`src/mbp_pkg.sv`:
```
package mbp_pkg;
	localparam int          BUS_W        = 32;
	localparam int          BYTE_LANES   = 4;
	localparam int          BURST_WORDS  = 4;
	localparam logic [1:0]  IDX_ZERO     = 2'h0;
	localparam logic [1:0]  IDX_ONE      = 2'h1;
	localparam int          ADDR_HI_LSB  = 4;
	localparam int          IDX_LSB      = 2;
	localparam int          DIAG_HI_BIT  = 3;
	localparam int          DIAG_LO_BIT  = 2;
	localparam logic [2:0]  BURST_LAST   = 3'h3;
	localparam logic [2:0]  CNT_ZERO     = 3'h0;
	localparam logic [2:0]  CNT_ONE      = 3'h1;

	typedef enum logic [5:0] {
		MBP_IDLE   = 6'h01,
		MBP_ADDR   = 6'h02,
		MBP_HOLD   = 6'h04,
		MBP_WRITE  = 6'h08,
		MBP_READ   = 6'h10,
		MBP_DONE   = 6'h20
	} mbp_state_type;
endpackage

```
`src/mbp_sync.sv`:
```
`timescale 1ns/10ps
// three-stage synchroniser; a change counts once stages two and three agree
module mbp_sync (
	input  wire logic clk_in,     // system clock
	input  wire logic resetn_in,  // async reset, active low
	input  wire logic async_in,   // pin level
	output logic      level_out   // filtered level
);
	typedef struct packed {
		logic s1;
		logic s2;
		logic s3;
		logic lvl;
	} mbp_sync_type;

	mbp_sync_type r_q;
	mbp_sync_type r_d;

	always_comb begin
		r_d    = r_q;
		r_d.s1 = async_in;
		r_d.s2 = r_q.s1;
		r_d.s3 = r_q.s2;
		if (r_q.s2 == r_q.s3) begin
			r_d.lvl = r_q.s3;
		end
	end

	always_ff @(posedge clk_in or negedge resetn_in) begin
		if (!resetn_in) begin
			r_q <= '0;
		end else begin
			r_q <= r_d;
		end
	end

	assign level_out = r_q.lvl;
endmodule

```
`src/mbp_port.sv`:
```
`timescale 1ns/10ps
module mbp_port
	import mbp_pkg::*;
(
	input  wire logic                          clk_in,                  // 50 MHz system clock
	input  wire logic                          resetn_in,               // async reset, active low
	// ------------------------------------------------------------
	// core side
	// ------------------------------------------------------------
	input  wire logic                          req_valid_in,            // transfer request
	output logic                               req_ready_out,           // request taken
	input  wire logic                          req_write_in,            // 1 write, 0 read
	input  wire logic [mbp_pkg::BUS_W-1:0]     req_addr_in,             // byte address
	input  wire logic [mbp_pkg::BYTE_LANES-1:0] req_lanes_in,           // byte lanes used
	input  wire logic                          req_miss_in,             // read caused by cache miss
	input  wire logic                          req_ifetch_in,           // miss is instruction fetch
	input  wire logic                          req_burst_in,            // four-word block read
	input  wire logic [mbp_pkg::BUS_W-1:0]     wbuf_data_in,            // write buffer head word
	output logic                               wbuf_pop_out,            // write buffer word used
	output logic                               rbuf_push_out,           // read buffer load strobe
	output logic [mbp_pkg::BUS_W-1:0]          rbuf_data_out,           // read buffer word
	output logic [1:0]                         rbuf_index_out,          // word slot of the load
	output logic                               done_out,                // transfer ended
	// ------------------------------------------------------------
	// pins
	// ------------------------------------------------------------
	input  wire logic [mbp_pkg::BUS_W-1:0]     ad_in,                   // shared bus level
	output logic [mbp_pkg::BUS_W-1:0]          ad_out,                  // shared bus drive value
	output logic                               ad_oe_n_out,             // low while we drive bus
	output logic [1:0]                         word_index_out,          // word index pins
	output logic [1:0]                         diag_out,                // diagnostic pins
	output logic                               addr_latch_out,          // address latch strobe
	output logic                               memory_drive_enable_out, // memory may drive bus
	input  wire logic                          read_capture_enable_in,  // memory data valid
	input  wire logic                          ack_in                   // memory acknowledge
);
	import mbp_pkg::*;

	// ------------------------------------------------------------
	// state
	// ------------------------------------------------------------
	typedef struct packed {
		mbp_state_type                st;
		logic [BUS_W-1:0]             addr;
		logic [BYTE_LANES-1:0]        lanes;
		logic                         wr;
		logic                         miss;
		logic                         ifetch;
		logic                         burst;
		logic [2:0]                   cnt;
		logic [1:0]                   idx;
		logic [BUS_W-1:0]             ad;
		logic                         oe_n;
		logic                         ale;
		logic                         den;
		logic [1:0]                   diag;
		logic                         push;
		logic [BUS_W-1:0]             rdata;
		logic [1:0]                   ridx;
		logic                         pop;
		logic                         done;
		logic                         rce_prev;
		logic                         ack_prev;
	} mbp_port_type;

	mbp_port_type r_q;
	mbp_port_type r_d;
	logic         rce_s;
	logic         ack_s;

	// ------------------------------------------------------------
	// pin synchronisers
	// ------------------------------------------------------------
	mbp_sync u_rce (
		.clk_in    (clk_in),
		.resetn_in (resetn_in),
		.async_in  (read_capture_enable_in),
		.level_out (rce_s)
	);

	mbp_sync u_ack (
		.clk_in    (clk_in),
		.resetn_in (resetn_in),
		.async_in  (ack_in),
		.level_out (ack_s)
	);

	function automatic logic [1:0] addr_diag(input logic [BUS_W-1:0] a);
		addr_diag = {a[DIAG_HI_BIT], a[DIAG_LO_BIT]};
	endfunction

	function automatic logic [BUS_W-1:0] addr_phase(input logic [BUS_W-1:0] a,
		input logic [BYTE_LANES-1:0] l);
		addr_phase = {a[BUS_W-1:ADDR_HI_LSB], l};
	endfunction

	assign req_ready_out = (r_q.st == MBP_IDLE);

	// ------------------------------------------------------------
	// sequencer
	// ------------------------------------------------------------
	always_comb begin
		r_d          = r_q;
		r_d.push     = 1'b0;
		r_d.pop      = 1'b0;
		r_d.done     = 1'b0;
		r_d.rce_prev = rce_s;
		r_d.ack_prev = ack_s;
		case (r_q.st)
			MBP_IDLE: begin
				r_d.den  = 1'b0;
				r_d.oe_n = 1'b1;
				if (req_valid_in) begin
					r_d.addr   = req_addr_in;
					r_d.lanes  = req_lanes_in;
					r_d.wr     = req_write_in;
					r_d.miss   = req_miss_in & ~req_write_in;
					r_d.ifetch = req_ifetch_in;
					// single words only unless a read miss asks for a block
					r_d.burst  = req_burst_in & req_miss_in & ~req_write_in;
					r_d.cnt    = CNT_ZERO;
					r_d.ad     = addr_phase(r_d.addr, r_d.lanes);
					r_d.oe_n   = 1'b0;
					r_d.ale    = 1'b1;
					// miss flag forced low on writes, where the pin value is undefined
					r_d.diag   = {r_d.miss, r_d.ifetch};
					if (req_burst_in & req_miss_in & ~req_write_in) begin
						r_d.idx = IDX_ZERO;
					end else begin
						r_d.idx = req_addr_in[IDX_LSB+1:IDX_LSB];
					end
					r_d.st = MBP_ADDR;
				end
			end
			MBP_ADDR: begin
				// strobe drops first; address stays one more cycle for latch hold
				r_d.ale = 1'b0;
				r_d.st  = MBP_HOLD;
			end
			MBP_HOLD: begin
				if (r_q.wr) begin
					r_d.ad  = wbuf_data_in;
					r_d.pop = 1'b1;
					r_d.st  = MBP_WRITE;
				end else begin
					r_d.oe_n = 1'b1;
					r_d.diag = addr_diag(r_q.addr);
					r_d.st   = MBP_READ;
				end
			end
			MBP_WRITE: begin
				r_d.den = 1'b0;
				if (ack_s & ~r_q.ack_prev) begin
					r_d.done = 1'b1;
					r_d.st   = MBP_DONE;
				end
			end
			MBP_READ: begin
				// bus released one cycle earlier, so memory may now drive
				r_d.den = 1'b1;
				if (rce_s & ~r_q.rce_prev) begin
					r_d.push  = 1'b1;
					r_d.rdata = ad_in;
					r_d.ridx  = r_q.idx;
					if (r_q.burst) begin
						r_d.cnt = r_q.cnt + CNT_ONE;
						r_d.idx = r_q.idx + IDX_ONE;
					end
				end
				if (ack_s & ~r_q.ack_prev) begin
					if (!r_q.burst || r_q.cnt == BURST_LAST || r_d.cnt > BURST_LAST) begin
						r_d.done = 1'b1;
						r_d.den  = 1'b0;
						r_d.st   = MBP_DONE;
					end
				end
			end
			MBP_DONE: begin
				r_d.oe_n = 1'b1;
				r_d.den  = 1'b0;
				r_d.st   = MBP_IDLE;
			end
			default: begin
				r_d.st = MBP_IDLE;
			end
		endcase
	end

	always_ff @(posedge clk_in or negedge resetn_in) begin
		if (!resetn_in) begin
			r_q      <= '0;
			r_q.st   <= MBP_IDLE;
			r_q.oe_n <= 1'b1;
		end else begin
			r_q <= r_d;
		end
	end

	// ------------------------------------------------------------
	// outputs
	// ------------------------------------------------------------
	assign ad_out                  = r_q.ad;
	assign ad_oe_n_out             = r_q.oe_n;
	assign word_index_out          = r_q.idx;
	assign diag_out                = r_q.diag;
	assign addr_latch_out          = r_q.ale;
	assign memory_drive_enable_out = r_q.den;
	assign rbuf_push_out           = r_q.push;
	assign rbuf_data_out           = r_q.rdata;
	assign rbuf_index_out          = r_q.ridx;
	assign wbuf_pop_out            = r_q.pop;
	assign done_out                = r_q.done;
endmodule

```
`config.mk`:
```
export PLATFORM = sky130hd
export DESIGN_NAME = mbp_port
export DESIGN_NICKNAME = d
export VERILOG_FILES = /design/src/mbp_pkg.sv /design/src/mbp_sync.sv /design/src/mbp_port.sv
export SDC_FILE = /design/constraint.sdc
export NUM_CORES = 1
export LEC_CHECK = 0
export ABC_AREA = 1
export BUFFER_PORTS_ARGS = -buffer_cell sky130_fd_sc_hd__buf_2
export CORE_ASPECT_RATIO = 1.75
export CORE_MARGIN = 4
export CORE_UTILIZATION = 40
export CTS_CLUSTER_DIAMETER = 40
export DETAILED_ROUTE_END_ITERATION = 8
export PLACE_DENSITY = 0.66
export SLEW_MARGIN = 30
export SYNTH_ARGS = -nofsm -noshare
export SYNTH_HDL_FRONTEND = slang
export SYNTH_SLANG_ARGS = --single-unit
```
`constraint.sdc`:
```
create_clock -name clk_in -period 4.2 [get_ports clk_in]
set_input_delay 0.84 -clock clk_in [delete_from_list [all_inputs] [get_ports clk_in]]
set_output_delay 0.84 -clock clk_in [all_outputs]
set_load 0.05 [all_outputs]
```
=== Word level (Yosys, flattened, before mapping) ===
Index checks and enable logic that the tools add are counted.

* Register bits after elaboration: 135
* Logic and storage cells: 105
* Input bits: 109
* Output and inout bits: 77

* Eq/ne operators: 17
* Multiplexer cells: 30
* Add/sub/neg operators: 2
* Reductions and logical operators: 18
* Order comparisons: 1
* Bitwise operators: 8

{| class="wikitable"
|+ Operators by type and width
! operator !! count
|-
| 2-to-1 mux 85 bit || 1
|-
| 2-to-1 mux 35 bit || 2
|-
| one-hot mux 32 bit (2 select lines) || 1
|-
| 2-to-1 mux 32 bit || 1
|-
| one-hot mux 6 bit (5 select lines) || 1
|-
| 2-to-1 mux 5 bit || 4
|-
| 2-to-1 mux 6 bit || 3
|-
| inequality test 2 bit, second input constant || 8
|-
| one-hot mux 5 bit (2 select lines) || 1
|-
| AND reduction 2 bit || 5
|-
| 2-to-1 mux 1 bit || 8
|-
| AND reduction 4 bit || 2
|-
| nonzero test 2 bit || 4
|-
| == test 6 x 1 -> 1 bit, second input constant || 1
|-
| == test 6 x 2 -> 1 bit, second input constant || 1
|-
| == test 6 x 3 -> 1 bit, second input constant || 1
|-
| == test 6 x 4 -> 1 bit, second input constant || 1
|-
| == test 6 x 5 -> 1 bit, second input constant || 1
|-
| == test 6 bit, second input constant || 1
|-
| 2-to-1 mux 2 bit || 3
|-
| one-hot mux 1 bit (2 select lines) || 3
|-
| AND reduction 3 bit || 2
|-
| AND 1 bit || 5
|-
| one-hot mux 2 bit (2 select lines) || 1
|-
| other kinds (11) || 15
|}

=== Longest topological paths before layout ===
* Word-level depth: 9
* Gate-level depth with buffers: 9
* Mapped depth without buffers: 8

=== Modules after synthesis ===
A second synthesis with hierarchy kept.

* Cells, all modules: 695
* Area total of the unflattened synthesis: 5,247.5 µm²

{| class="wikitable"
|+ By module, submodules not included
! module !! cells an instance !! area each (µm²) !! instances !! seq. area each (µm²)
|-
| mbp_port || 679 || 5,014.8 || 1 || 2,279.7
|-
| mbp_sync || 8 || 116.4 || 2 || 100.1
|}

=== Least setup slack after synthesis ===
OpenSTA, ideal clock, no wires.

* Kind: register -> output
* Start point: register r_q[121] in the netlist's numbering
* End point: output port req_ready_out
* Buffers on the path: 0
* Arrival: 1,036 ps
* Path slack: 2,324 ps
* Cell stages (with the launch flop): 5
* Required time: 3,360 ps
* Path through: dfstp_2 inv_1 nor2_1 nand3_2 inv_2

* Cells in the longest elaborated chain, start to end: 1

{| class="wikitable"
|+ Ends and longest elaborated chain
! element !! line !! source
|-
| start, declared || mbp_port.sv:66 || <nowiki>mbp_port_type r_q;</nowiki>
|-
| start signal, assigned || mbp_port.sv:195 || <nowiki>r_q <= r_d;</nowiki>
|-
| == test 6 x 1 -> 1 bit || mbp_port.sv:97 || <nowiki>assign req_ready_out = (r_q.st == MBP_IDLE);</nowiki>
|-
| end, declared || mbp_port.sv:11 || <nowiki>output logic req_ready_out,</nowiki>
|}

Every way passes these cells.

=== Final worst setup path ===
* Start point: register r_q[126] in the netlist's numbering
* End point: register r_q (netlist bit ad_out[20])

* Cells in the longest elaborated chain, start to end: 3
* Elaborated cells on any way between the ends: 7
* Those cells by class: eq/ne (4); mux (1); reduce/logical (2)

{| class="wikitable"
|+ Ends and longest elaborated chain
! element !! line !! source
|-
| == test 6 x 3 -> 1 bit / == test 6 x 1 -> 1 bit (equally long branches) || mbp_port.sv:109 || <nowiki>case (r_q.st)</nowiki>
|-
| inequality test 2 bit (no source line) / nonzero test 2 bit (equally long branches) || - ||
|-
| AND reduction 3 bit (no source line) || - ||
|}

Parallel ways exist; a longest one is shown, timed or not.
A chain may end at the register's enable or synchronous reset.

==> impl_metrics.ini <==
[power]
worst_ir_drop_vdd_v = 0.0003491
pwr_density_cell_nw_per_um2 = 747.0
power_w = 0.004548
intPower_w = 0.002214
p_comb_frac = 0.498
p_seq_frac = 0.317
pwr-share-clk = 0.184
p_switching_w = 0.002334
leakagePower_nw = 3.578
swShare = 0.5131

[detailed_routing]
viasPerCell = 4.592
drc = 0
dr.pass1.iters = 4
drtIter0Drc = 225
wirelength_um = 12790
antenna_left = 0
vias = 4450
wire_per_inst_um = 13.20

[synth]
synth.avg_cell_area_um2 = 7.645
synthTopCellsByArea = dfrtp_1 (46%), nand2_1 (22%), buf_4 (10%), nand3_1 (5.0%), nand4_1 (4.3%)
synth_top_area_share = 0.4555
ys_warn_count = 0
synthCells = 697
ys_seq_elements = 99
yosysTopAreaCell = dfrtp_1
syn_nets = 808
syn_area_um2 = 5329
yosysSeqAreaShare = 0.4654
synth_cell_types = 22

[critical_path]
r2r-end = ad_out[20]
critPathMaxFanout = 33
required_ns = 4.42
critPathKind = register to register
rrSetupSlack_ns = 1.31
cp.arrival_ns = 3.11
setup.worst_path.end_class = register
reg2reg_depth = 7
critPathLaunchType = register
regToRegStartpoint = r_q[126]

[sta]
worst_clock_skew_ns = 0.007673
rsz0062_at_grt = false
min_period_over_period = 0.6875
finalCriticalPeriod_ns = 2.888
setup_violations = 0
worst_pin_slew_ns = 0.7899
fmax_ghz = 0.3463
slew_headroom = 0.4721
tns_ns = 0
fin_ws_ns = 1.312
finalHoldViolCount = 0
slew_viol_final = 0

[global_route]
grt_pass1_wl_um = 20680
grt_max_degree = 42
overflow = 0
grt_pass1_vias = 4292
antenna_found_initial = 0
grt_usage = 0.1693

[worst_hold_path]
min_path_cells = 0
hp-start = u_ack.r_d[2]
min_to = u_ack.r_d[1]
hp-class = register to register

[layout]
drive_gt1_frac = 0.2794
synthToLayoutAreaGrowth_pct = 14.25
nets = 904
finalNonFillerCells = 969
final_common_cell = nand2_1
n_antenna_cell = 0
fin_area_um2 = 6088
mostFrequentLayoutCells = nand2_1 (308), buf_2 (182), dfrtp_1 (97)

[floorplan]
dieWidth_um = 95.25
die_h_um = 160.7
core-area_um2 = 13010
initial_utilization = 0.4097
placementRows = 55
dieArea_um2 = 15310
io_pins = 186

[cts]
cts_root_buf = clkbuf_16
holdBufCountCts = 0
clock_sinks = 99
worstSkewPairLatency_ns = 0.34
cts_setup_buffers = 0
cts_tree = done
cts_max_level = 3
cts_buffers = 9
path_clk_slew_ns = 0.07
cts_buffer_depth = 2
cts_resized = 0

[placement]
routabilityCongestion = 0.8193
placed_cells = 953
hpwl_um = 9341
dpl_cell_area_um2 = 5781
post-place-ws_ns = 1.315
io_buffer_count = 183

[status]
status = completed

[flow_run]
maxCapViolCount = 0
-- area by class of cell --
class	instances	area, um^2
fill	1378	6918
sequential	99	2480
multi-input combinational	439	1917
timing repair buffer	189	963.4
clock buffer	9	225.2
tap	171	214.0
inverter	55	206.4
clock inverter	7	82.58
-- power by group through the flow --
stage               clock, W  combinational [W]  sequential, W
floorplan                  0            0.00212        0.00146
global placement           0            0.00227        0.00145
detailed placement         0            0.00229        0.00146
CTS                 0.000874            0.00229        0.00144
global route        0.000919            0.00245        0.00148
finish              0.000839            0.00227        0.00144
-- metal layers --
metal | global-route usage | vias up | part of all wire
li1 | - | 2292 | -
met1 | 0.1982 | 1995 | 0.40
met2 | 0.2979 | 144 | 0.51
met3 | 0.03515 | 19 | 0.065
met4 | 0.06176 | 0 | 0.019
met5 | 0 | - | 0
-- flip-flops by register name, indices dropped and copies added (netlist names), 2 cells and up --
name / count
ad_out: 32
rbuf_data_out: 32
r_q: 15
diag_out: 2
rbuf_index_out: 2
u_ack.r_d: 2
u_rce.r_d: 2
word_index_out: 2
-- cells in the mapped netlist (all sizes together) --
| library cell | number |
|---|---|
| buf | 94 |
| maj3 | 2 |
| nand2 | 311 |
| nor3 | 2 |
| o21ai | 6 |
| ha | 2 |
| nand4 | 38 |
| clkbuf | 10 |
| clkinv | 1 |
| nand3 | 56 |
| nor2 | 22 |
| dfrtp | 97 |
| dfstp | 2 |
| inv | 54 |
-- worst max path at each step --
| stage | from | end | depth (start not counted) |
|---|---|---|---|
| after floorplan | r_q[121] | req_ready_out | 4 |
| after global placement | r_q[126] | ad_out[30] | 7 |
| after detailed placement | r_q[126] | ad_out[30] | 7 |
| after CTS | r_q[126] | ad_out[30] | 7 |
| after global routing | r_q[126] | ad_out[10] | 7 |
| final | r_q[126] | ad_out[20] | 7 |
-- cell families (layout without fill, tap and decap cells) --
| family | Yosys count | count (layout) | synth area share |
|---|---|---|---|
| adders and majority gates | 4 | 4 | 0.008452 |
| DFF | 99 | 99 | 0.4654 |
| and+or+nand+nor | 429 | 429 | 0.3456 |
| buffers and inverters | 159 | 260 | 0.1749 |
| AOI/OAI and AO/OA | 6 | 6 | 0.005635 |
-- stage by stage --
step | hold WS [ns] | util
global route | 0.3673 | 0.4681
detailed placement | 0.3357 | 0.4444
floorplan | 0.3312 | -
global placement | 0.3344 | 0.4444
finish | 0.3557 | 0.4681
CTS | 0.3595 | 0.4681
-- critical path, stage by stage, from the launching register on --
cell,delay [ns]
dfrtp_1,0.43
nor2_4,0.40
buf_4,0.36
nand4_2,0.18
nand2_2,0.55
nand2_2,0.57
nand2_1,0.18
nand2_1,0.07
No activity file was read; power rests on OpenSTA's default activity.
